`config.mk`:
```
export PLATFORM = sky130hd
export DESIGN_NAME = bsm_backup_monitor
export DESIGN_NICKNAME = d
export VERILOG_FILES = /design/src/hw/bsm_pkg.sv /design/src/hw/bsm_sync.sv /design/src/hw/bsm_backup_monitor.sv
export SDC_FILE = /design/constraint.sdc
export NUM_CORES = 1
export LEC_CHECK = 0
export BUFFER_PORTS_ARGS = -buffer_cell sky130_fd_sc_hd__buf_2
export CAP_MARGIN = 20
export CORE_AREA = 10 10 140 142
export CTS_BUF_LIST = sky130_fd_sc_hd__clkbuf_8
export CTS_CLUSTER_SIZE = 16
export DETAILED_ROUTE_END_ITERATION = 8
export DIE_AREA = 0 0 150 152
export PLACE_DENSITY = 0.71
export SKIP_CTS_REPAIR_TIMING = 1
export SLEW_MARGIN = 20
export SYNTH_ARGS = -nofsm -noshare
export SYNTH_HDL_FRONTEND = slang
export SYNTH_SLANG_ARGS = --single-unit
```
`constraint.sdc`:
```
create_clock -name clk_sys -period 1.89 [get_ports clk_sys]
set_input_delay 0.0945 -clock clk_sys [delete_from_list [all_inputs] [get_ports clk_sys]]
set_output_delay 0.0945 -clock clk_sys [all_outputs]
set_load 0.02 [all_outputs]
```
`src/hw/bsm_pkg.sv`:
```
package bsm_pkg;

  // ----------------------------------------------------------------
  // register byte offsets
  // ----------------------------------------------------------------
  localparam logic [7:0] ADDR_CTRL     = 8'h00;
  localparam logic [7:0] ADDR_STATE    = 8'h04;
  localparam logic [7:0] ADDR_IRQ_STAT = 8'h08;
  localparam logic [7:0] ADDR_IRQ_MASK = 8'h0c;
  localparam logic [7:0] ADDR_S2B      = 8'h10;
  localparam logic [7:0] ADDR_B2S      = 8'h14;
  localparam logic [7:0] ADDR_CLK_WR   = 8'h18;

  // ----------------------------------------------------------------
  // control field positions
  // ----------------------------------------------------------------
  localparam int CTRL_MEASURE  = 0;  // sensor_measure_enable
  localparam int CTRL_BKSENSOR = 1;  // backup_sensor_enable
  localparam int CTRL_CLRSTAMP = 2;  // clear_stamp_bit
  localparam int CTRL_IOOFF    = 3;  // backup io disable
  localparam int CTRL_BOSEL    = 4;  // brownout level select, 3 bits
  localparam int CTRL_W        = 7;

  // ----------------------------------------------------------------
  // interrupt status / mask bit positions
  // ----------------------------------------------------------------
  localparam int IRQ_TOTAL    = 0;  // total_power_loss_flag
  localparam int IRQ_BROWNOUT = 1;  // brownout_flag
  localparam int IRQ_BATUP    = 2;  // battery_upper_warning
  localparam int IRQ_BATLO    = 3;  // battery_lower_warning
  localparam int IRQ_TOBAT    = 4;  // supply to battery switch
  localparam int IRQ_TOMAIN   = 5;  // battery to supply switch
  localparam int IRQ_W        = 6;

  // ----------------------------------------------------------------
  // reset values
  // ----------------------------------------------------------------
  localparam logic [CTRL_W-1:0] CTRL_RST = 7'h00;
  localparam logic [IRQ_W-1:0]  MASK_RST = 6'h00;
  localparam int                BO_LEVELS = 6;

  // power mode states
  typedef enum logic [2:0] {
    ST_MAIN    = 3'b001,
    ST_BACKUP  = 3'b010,
    ST_MEASURE = 3'b100
  } bsm_state_t;

endpackage : bsm_pkg

```
`src/hw/bsm_sync.sv`:
```
`timescale 1ns/1ns
`default_nettype none

module bsm_sync #(
  parameter int WIDTH = 12
) (
  input  wire logic             clk_sys,
  input  wire logic             reset,
  input  wire logic             clkEn,
  input  wire logic [WIDTH-1:0] asyncIn,
  output logic      [WIDTH-1:0] syncOut
);

  typedef struct packed {
    logic [WIDTH-1:0] meta;
    logic [WIDTH-1:0] stable;
  } bsm_sync_t;

  bsm_sync_t q;
  bsm_sync_t d;

  if (WIDTH < 1) begin : g_badWidth
    $error("bsm_sync: WIDTH must be at least 1");
  end

  // ----------------------------------------------------------------
  // two stage capture, two flops per bit
  // ----------------------------------------------------------------
  genvar gi;
  generate
    for (gi = 0; gi < WIDTH; gi++) begin : g_bit
      always_comb begin
        d.meta[gi]   = asyncIn[gi];
        d.stable[gi] = q.meta[gi];  // first stage feeds only this
      end
    end
  endgenerate

  // registered copy, frozen while clock enable is low
  always_ff @(posedge clk_sys) begin
    if (reset) begin
      q <= '0;
    end else if (clkEn) begin
      q <= d;
    end
  end

  assign syncOut = q.stable;

endmodule : bsm_sync

`default_nettype wire

```
`src/hw/bsm_backup_monitor.sv`:
```
// Decided for this implementation: the placing of the registers and the APB slave port.
`timescale 1ns/1ns
`default_nettype none

// How it works
// - Enter battery mode only if below battery-hysteresis and below trip level.
// - Leave battery mode when above battery+hysteresis or above trip+hysteresis.
// - Host serial interface is disabled while in battery mode; the APB slave still accepts transfers.
// - Timekeeping keeps running; other pins stay on unless disabled for backup.
// - First supply-to-battery switch after a clear copies calendar time into the first stamp.
// - Keep earliest supply-to-battery stamp; overwrite battery-to-supply with latest.
// - First stamp holds until host writes one to clear-stamp; then stores clear.
// - Set total power loss flag after power-up from loss of both supplies.
// - Six selectable brownout levels for the main supply monitor.
// - Brownout flag set whenever supply is below selected brownout level.
// - Brownout leaves the host interface on; only switchover disables it.
// - Battery between thresholds sets only the upper warning flag.
// - Battery below lower threshold sets both warning flags.
// - No battery level measurement in battery mode; warnings stay unchanged.
// - Temperature sensing runs in battery mode only with backup sensor enable.
// - After total loss, counters stay stopped until host writes clock register.

module bsm_backup_monitor #(
  parameter int NUM_BO  = bsm_pkg::BO_LEVELS,
  parameter int STAMP_W = 32
) (
  input  wire logic               clk_sys,
  input  wire logic               reset,
  input  wire logic               clkEn,
  // comparator indications, asynchronous
  input  wire logic               vddBelowBatHys,
  input  wire logic               vddBelowTrip,
  input  wire logic               vddAboveBatHys,
  input  wire logic               vddAboveTripHys,
  input  wire logic [NUM_BO-1:0]  vddBelowBrownout,
  input  wire logic               batBelowUpper,
  input  wire logic               batBelowLower,
  // power-on indication and sensing handshake
  input  wire logic               allSupplyLost,
  input  wire logic               measureDone,
  input  wire logic [STAMP_W-1:0] calendarNow,
  // apb slave
  input  wire logic               psel,
  input  wire logic               penable,
  input  wire logic               pwrite,
  input  wire logic [7:0]         paddr,
  input  wire logic [31:0]        pwdata,
  output logic      [31:0]        prdata,
  output logic                    pready,
  output logic                    pslverr,
  // block outputs
  output logic                    backupMode,
  output logic                    hostIfEnable,
  output logic                    ioEnable,
  output logic                    timekeepRun,
  output logic                    sensorRun,
  output logic                    batteryMeasure,
  output logic                    irq
);

  localparam int SYNC_W = NUM_BO + 6;

  typedef struct packed {
    bsm_pkg::bsm_state_t           st;
    logic [bsm_pkg::CTRL_W-1:0]    ctrl;
    logic [bsm_pkg::IRQ_W-1:0]     irqStat;
    logic [bsm_pkg::IRQ_W-1:0]     irqMask;
    logic [STAMP_W-1:0]            s2b;
    logic [STAMP_W-1:0]            b2s;
    logic                          stampValid;
    logic                          running;
    logic                          strapDone;
    logic                          pready;
    logic                          pslverr;
    logic [31:0]                   prdata;
    logic                          irq;
    logic                          hostIf;
    logic                          ioEn;
    logic                          sensorRun;
    logic                          measReq;
    logic                          bakMode;
  } bsm_regs_t;

  bsm_regs_t q;
  bsm_regs_t n;

  if (NUM_BO != bsm_pkg::BO_LEVELS || STAMP_W < 1 || STAMP_W > 32) begin : g_badParam
    $error("bsm: NUM_BO must be 6 and STAMP_W 1..32");
  end

  // ----------------------------------------------------------------
  // comparator synchronisation
  // ----------------------------------------------------------------
  logic [SYNC_W-1:0] syncVec;
  logic              belowBat;
  logic              belowTrip;
  logic              aboveBat;
  logic              aboveTrip;
  logic [NUM_BO-1:0] belowBo;
  logic              batUpS;
  logic              batLoS;

  // every analog indication crosses two flops first
  bsm_sync #(
    .WIDTH (SYNC_W)
  ) u_sync (
    .clk_sys (clk_sys),
    .reset   (reset),
    .clkEn   (clkEn),
    .asyncIn ({batBelowLower, batBelowUpper, vddBelowBrownout, vddAboveTripHys,
               vddAboveBatHys, vddBelowTrip, vddBelowBatHys}),
    .syncOut (syncVec)
  );

  assign belowBat  = syncVec[0];
  assign belowTrip = syncVec[1];
  assign aboveBat  = syncVec[2];
  assign aboveTrip = syncVec[3];
  assign belowBo   = syncVec[4 +: NUM_BO];
  assign batUpS    = syncVec[4 + NUM_BO];
  assign batLoS    = syncVec[5 + NUM_BO];

  // ----------------------------------------------------------------
  // decoded conditions
  // ----------------------------------------------------------------
  logic                        enterBak;
  logic                        leaveBak;
  logic                        commit;
  logic                        wrCommit;
  logic                        boLow;
  logic [2:0]                  boSel;
  logic [bsm_pkg::CTRL_W-1:0]  wrCtrl;

  assign enterBak = (q.st != bsm_pkg::ST_BACKUP) && belowBat && belowTrip;
  assign leaveBak = (q.st == bsm_pkg::ST_BACKUP) && (aboveBat || aboveTrip);
  assign commit   = psel && penable && q.pready;
  assign wrCommit = commit && pwrite;
  assign boSel    = q.ctrl[bsm_pkg::CTRL_BOSEL +: 3];
  assign boLow    = (boSel < 3'(NUM_BO)) && belowBo[boSel];
  assign wrCtrl   = pwdata[bsm_pkg::CTRL_W-1:0];

  // ----------------------------------------------------------------
  // next state
  // ----------------------------------------------------------------
  always_comb begin
    logic [bsm_pkg::IRQ_W-1:0] evt;
    logic [bsm_pkg::IRQ_W-1:0] w1c;
    logic                      stampClr;
    evt      = '0;
    w1c      = '0;
    n        = q;
    n.pready  = 1'b0;
    n.pslverr = 1'b0;
    stampClr = q.ctrl[bsm_pkg::CTRL_CLRSTAMP];
    n.ctrl[bsm_pkg::CTRL_CLRSTAMP] = 1'b0;  // self clearing

    // power mode sequencing
    case (q.st)
      bsm_pkg::ST_MAIN: begin
        if (enterBak) begin
          n.st = bsm_pkg::ST_BACKUP;
        end else if (q.ctrl[bsm_pkg::CTRL_MEASURE]) begin
          n.st = bsm_pkg::ST_MEASURE;
        end
      end
      bsm_pkg::ST_MEASURE: begin
        if (enterBak) begin
          n.st = bsm_pkg::ST_BACKUP;  // measurement dropped
        end else if (measureDone) begin
          evt[bsm_pkg::IRQ_BATUP] = batUpS || batLoS;
          evt[bsm_pkg::IRQ_BATLO] = batLoS;
          n.ctrl[bsm_pkg::CTRL_MEASURE] = 1'b0;
          n.st = bsm_pkg::ST_MAIN;
        end
      end
      bsm_pkg::ST_BACKUP: begin
        if (leaveBak) begin
          n.st = bsm_pkg::ST_MAIN;
        end
      end
      default: begin
        n.st = bsm_pkg::ST_MAIN;
      end
    endcase

    // switchover time stamps
    if (stampClr) begin
      n.s2b        = '0;
      n.b2s        = '0;
      n.stampValid = 1'b0;
    end
    if (enterBak && (!q.stampValid || stampClr)) begin
      n.s2b        = calendarNow;  // earliest kept
      n.stampValid = 1'b1;
    end
    if (leaveBak) begin
      n.b2s = calendarNow;  // latest kept
    end
    evt[bsm_pkg::IRQ_TOBAT]  = enterBak;
    evt[bsm_pkg::IRQ_TOMAIN] = leaveBak;

    // brownout monitor, independent of host interface
    evt[bsm_pkg::IRQ_BROWNOUT] = boLow;

    // power-on check caught once after reset release
    if (!q.strapDone) begin
      n.strapDone = 1'b1;
      n.running   = !allSupplyLost;
      evt[bsm_pkg::IRQ_TOTAL] = allSupplyLost;
    end

    // apb access phase
    if (psel && penable && !q.pready) begin
      n.pready = 1'b1;
      n.prdata = '0;
      if (paddr == bsm_pkg::ADDR_CTRL) begin
        n.prdata[bsm_pkg::CTRL_W-1:0] = q.ctrl;
      end else if (paddr == bsm_pkg::ADDR_STATE) begin
        n.prdata[4:0] = {q.stampValid, q.measReq, q.running, q.hostIf, q.bakMode};
      end else if (paddr == bsm_pkg::ADDR_IRQ_STAT) begin
        n.prdata[bsm_pkg::IRQ_W-1:0] = q.irqStat;
      end else if (paddr == bsm_pkg::ADDR_IRQ_MASK) begin
        n.prdata[bsm_pkg::IRQ_W-1:0] = q.irqMask;
      end else if (paddr == bsm_pkg::ADDR_S2B) begin
        n.prdata[STAMP_W-1:0] = q.s2b;
      end else if (paddr == bsm_pkg::ADDR_B2S) begin
        n.prdata[STAMP_W-1:0] = q.b2s;
      end else if (paddr == bsm_pkg::ADDR_CLK_WR) begin
        n.prdata = '0;
      end else begin
        n.pslverr = 1'b1;
      end
    end

    // writes land on the edge where pready is seen high
    if (wrCommit) begin
      if (paddr == bsm_pkg::ADDR_CTRL) begin
        n.ctrl[bsm_pkg::CTRL_MEASURE]  = wrCtrl[bsm_pkg::CTRL_MEASURE]
          || n.ctrl[bsm_pkg::CTRL_MEASURE];
        n.ctrl[bsm_pkg::CTRL_BKSENSOR] = wrCtrl[bsm_pkg::CTRL_BKSENSOR];
        n.ctrl[bsm_pkg::CTRL_CLRSTAMP] = wrCtrl[bsm_pkg::CTRL_CLRSTAMP];
        n.ctrl[bsm_pkg::CTRL_IOOFF]    = wrCtrl[bsm_pkg::CTRL_IOOFF];
        if (wrCtrl[bsm_pkg::CTRL_BOSEL +: 3] < 3'(NUM_BO)) begin
          n.ctrl[bsm_pkg::CTRL_BOSEL +: 3] = wrCtrl[bsm_pkg::CTRL_BOSEL +: 3];
        end
      end else if (paddr == bsm_pkg::ADDR_IRQ_STAT) begin
        w1c = pwdata[bsm_pkg::IRQ_W-1:0];
      end else if (paddr == bsm_pkg::ADDR_IRQ_MASK) begin
        n.irqMask = pwdata[bsm_pkg::IRQ_W-1:0];
      end else if (paddr == bsm_pkg::ADDR_CLK_WR) begin
        n.running = 1'b1;
      end
    end

    // sticky events, a new event beats a clear
    n.irqStat = (q.irqStat & ~w1c) | evt;

    // outputs follow the next mode
    n.hostIf    = (n.st != bsm_pkg::ST_BACKUP);
    n.ioEn      = !((n.st == bsm_pkg::ST_BACKUP) && n.ctrl[bsm_pkg::CTRL_IOOFF]);
    n.sensorRun = (n.st != bsm_pkg::ST_BACKUP) || n.ctrl[bsm_pkg::CTRL_BKSENSOR];
    n.measReq   = (n.st == bsm_pkg::ST_MEASURE);
    n.bakMode   = (n.st == bsm_pkg::ST_BACKUP);
    n.irq       = |(n.irqStat & n.irqMask);
  end

  // ----------------------------------------------------------------
  // state register
  // ----------------------------------------------------------------
  always_ff @(posedge clk_sys) begin
    if (reset) begin
      q         <= '0;
      q.st      <= bsm_pkg::ST_MAIN;
      q.ctrl    <= bsm_pkg::CTRL_RST;
      q.irqMask <= bsm_pkg::MASK_RST;
      q.hostIf  <= 1'b1;
      q.ioEn    <= 1'b1;
      q.sensorRun <= 1'b1;
    end else if (clkEn) begin
      q <= n;
    end
  end

  // ----------------------------------------------------------------
  // outputs
  // ----------------------------------------------------------------
  assign prdata         = q.prdata;
  assign pready         = q.pready;
  assign pslverr        = q.pslverr;
  assign backupMode     = q.bakMode;
  assign hostIfEnable   = q.hostIf;
  assign ioEnable       = q.ioEn;
  assign timekeepRun    = q.running;  // counters run in every mode
  assign sensorRun      = q.sensorRun;
  assign batteryMeasure = q.measReq;
  assign irq            = q.irq;
endmodule : bsm_backup_monitor

`default_nettype wire

```
==> flow_summary.ini <==
[run_status]
run_status = finished, final reports clean

[synthesis]
mappedNetlistArea_um2 = 6570
synth.top_cells.by_area = sky130_fd_sc_hd__dfxtp_1 47%, sky130_fd_sc_hd__a22oi_1 10%, sky130_fd_sc_hd__nor2_1 8.2%
synth.area.mux_share_pct = 7.656
primary_ff_master_synth = sky130_fd_sc_hd__dfxtp_1
synth_adder_area_share_pct = 0
synth.yosys.warnings = 0
area_fraction_in_compound_gates_after_synthesis_pct = 21.82
dominant_combinational_cell_family_by_area_after_synthesis = compound AO/OA/AOI/OAI gates
postSynthNetCount = 810
yosys.cell_count.top_type = sky130_fd_sc_hd__dfxtp_1
yosysTopAreaCellShare_pct = 46.62
syn_area_per_cell_um2 = 9.150
synth_largest_area_cell = sky130_fd_sc_hd__dfxtp_1
ys_top_cells_by_count = 153 x sky130_fd_sc_hd__dfxtp_1, 144 x sky130_fd_sc_hd__nor2_1, 91 x sky130_fd_sc_hd__a22oi_1
synthArstFlopShare_pct = 0
synth.yosys.seq_area_share_pct = 46.62
post_synth_xor_area_fraction_pct = 0
ys_seq_elements = 153
synth_enable_flop_cells = 0
synth.distinct_cells = 56
synth-simple-area-share_pct = 16.02
syn_inst = 718

[setup_path]
required_ns = 2.23
critical_path.max_stage_delay_ns = 0.41
crit_path_top_delay_cell = sky130_fd_sc_hd__or4_4
crit_path_max_fanout = 4
crit_chain = nand4_1 -> buf_4 -> or4_4 -> a22o_1 -> a222oi_1 -> a31oi_1
worst_setup_path_start_kind = flip-flop
arrival_ns = 2.20
end_kind = flip-flop
crit_type = reg -> reg

[cells_and_area]
multi_input_comb_area_um2 = 3040
post_layout_nonfiller_instances = 1091
layout.nets = 945
flow.area_growth_from_synthesis_pct = 26.24
drive_above_1_share_pct = 24.71
seqCellArea_um2 = 3067
layout.filler_cells = 1597
diodes = 0

[global_route]
grt_max_degree = 75
track_usage_pct = 15.66
grt_overflow_total = 0
grt_pass1_wl_um = 29120
via_count_of_the_first_global_routing_pass = 5399
grt_antenna_before_repair = 0

[timing]
timing.final.setup_violations = 0
layout_setup_ws_ns = 0.02805
rsz0062_at_grt = yes
final.setup_skew_ns = 0.01399
timing.final.hold_violations = 0
max_slew.worst_pin.slew_ns = 0.4601
layout_min_cycle_time_ns = 1.862
achievable-frequency_mhz = 537.1
final_number_of_max_transition_violations = 0
min_period_over_period_pct = 98.52
maxSlewHeadroom_pct = 69.33

[pwr]
total_leakage_power_nw = 3.292
finalPower_w = 0.006076
power-per-cell-area_nw_per_um2 = 732.5
vdd_drop_max_mv = 0.4584

[drt]
route.detailed.vias_per_inst = 5.303
vias = 5786
drt_first_iter_violations = 563
drt_first_pass_iters = 5
detail_route.drc_violations = 0
route.antenna.remaining_nets = 0
routed_wirelength_um = 18760
detail_route.wl_per_cell_um = 17.19

[placed_design]
gpl.final_weighted_congestion = 0.8901
pre_cts_slack_ns = -0.1887
numPlacedInstances = 1004
port-buffer-count = 107
placed_wire_length_estimate_after_detailed_placement_um = 12280

[floorplan]
die-area_um2 = 22800
rows = 48
die_h_um = 152
die_x_um = 150
initial_core_utilization_pct = 38.79
core_area_um2 = 16940
io-pin-count = 133

[clock_network]
cts_buffer_depth = 2
cts.sinks = 153
number_of_buffers_created_by_cts = 17
worstSkewPairLatency_ns = 0.46
clk_pin_slew_ns = 0.09
tritoncts = done
htree_num_levels = 4
cell_at_the_root_of_the_clock_tree = sky130_fd_sc_hd__clkbuf_8

[flow_run]
max_cap_violations = 0

[hold_path]
worstHoldPathType = in -> reg
[worst paths after layout]
path,to,startpoint,slack (ns),cells past startpoint
max reg2reg,irq$_SDFFE_PP0P_,pready$_SDFFE_PP0P_,0.03,6
min reg2reg,prdata[3]$_SDFFE_PP0P_,prdata[3]$_SDFFE_PP0P_,0.45,2
min,q[113]$_SDFFE_PP0P_,pwdata[0],0.003,4
max,irq$_SDFFE_PP0P_,pready$_SDFFE_PP0P_,0.03,6
[critical path: cells and delay by family, from the launching register on]
family	cells	cell delay, ns
compound gates	3	0.65
simple gates	2	0.55
flops	1	0.36
buf+inv	1	0.18
[logic make-up (layout without fill, tap and decap cells)]
logic type,Yosys count,in the layout
AO/OA/AOI/OAI,194,194
buffers and inverters,98,246
flip-flops,153,153
multiplexers,48,48
AND/OR/NAND/NOR,225,225
[through the flow]
| step | util (%) | hold slack, ns | setup TNS, ns | instance area, µm² |
|---|---|---|---|---|
| after floorplan | - | 0.2384 | -0.07059 | 6578 |
| after global placement | 43.51 | 0.3285 | -1.289 | 7368 |
| after detailed placement | 43.51 | 0.3389 | -1.591 | 7368 |
| after CTS | 45.63 | -0.1437 | -0.07203 | 7729 |
| after global routing | 48.97 | 0.02794 | -0.04758 | 8294 |
| final | 48.97 | 0.002812 | 0 | 8294 |
[cell type report]
type	count	area share (%)
tap	225	3.394
clock inverter	14	1.358
timing repair buffer	204	18.18
inverter	10	0.4526
multi-input combinational	467	36.66
sequential	153	36.97
clock buffer	18	2.987
[power by group]
part	internal, W	switching, W	total [W]	leakage [nW]
clock	0.000969	0.00132	0.00229	0.175
sequential	0.00326	0.0000275	0.00329	1.24
combinational	0.000235	0.000264	0.000500	1.88
total	0.00446	0.00161	0.00608	3.29
[placed cells by master, fill, tap and decap left out, drive strengths merged, types with 2 or more instances in the layout]
cell type and n:
or3 4, a21oi 30, a2bb2oi 29, clkinv 4, nand2b 5, nor4 5, a22oi 91, nor3b 3
clkbuf 18, or2 4, o221ai 5, or4 2, inv 16, nand3 14, or4b 2, a31oi 3
a221oi 2, o21a 3, o221a 4, nand4b 2, buf 153, mux2 8, mux2i 39, dfxtp 153
nor2 144, dlygate4sd3 50, nor3 10, a21o 3, and2 3, clkinvlp 4, nand2 22, a32oi 2
nand3b 2, o211ai 3, o21ai 10
[metal layers]
metal / vias up / share of wire [%] / GRT usage, %
met5: - / 0 / 0
met2: 187 / 48 / 24.49
li1: 2834 / - / -
met3: 17 / 6.6 / 4.336
met4: 0 / 1.1 / 3.935
met1: 2748 / 44 / 20.76
[registers in the layout, indices dropped and copies added (netlist names), 3 cells and up]
register,count
q,85
prdata,32
u_sync.d,12
u_sync.syncOut,12
boSel,3
(Power assumes the default switching activity.)
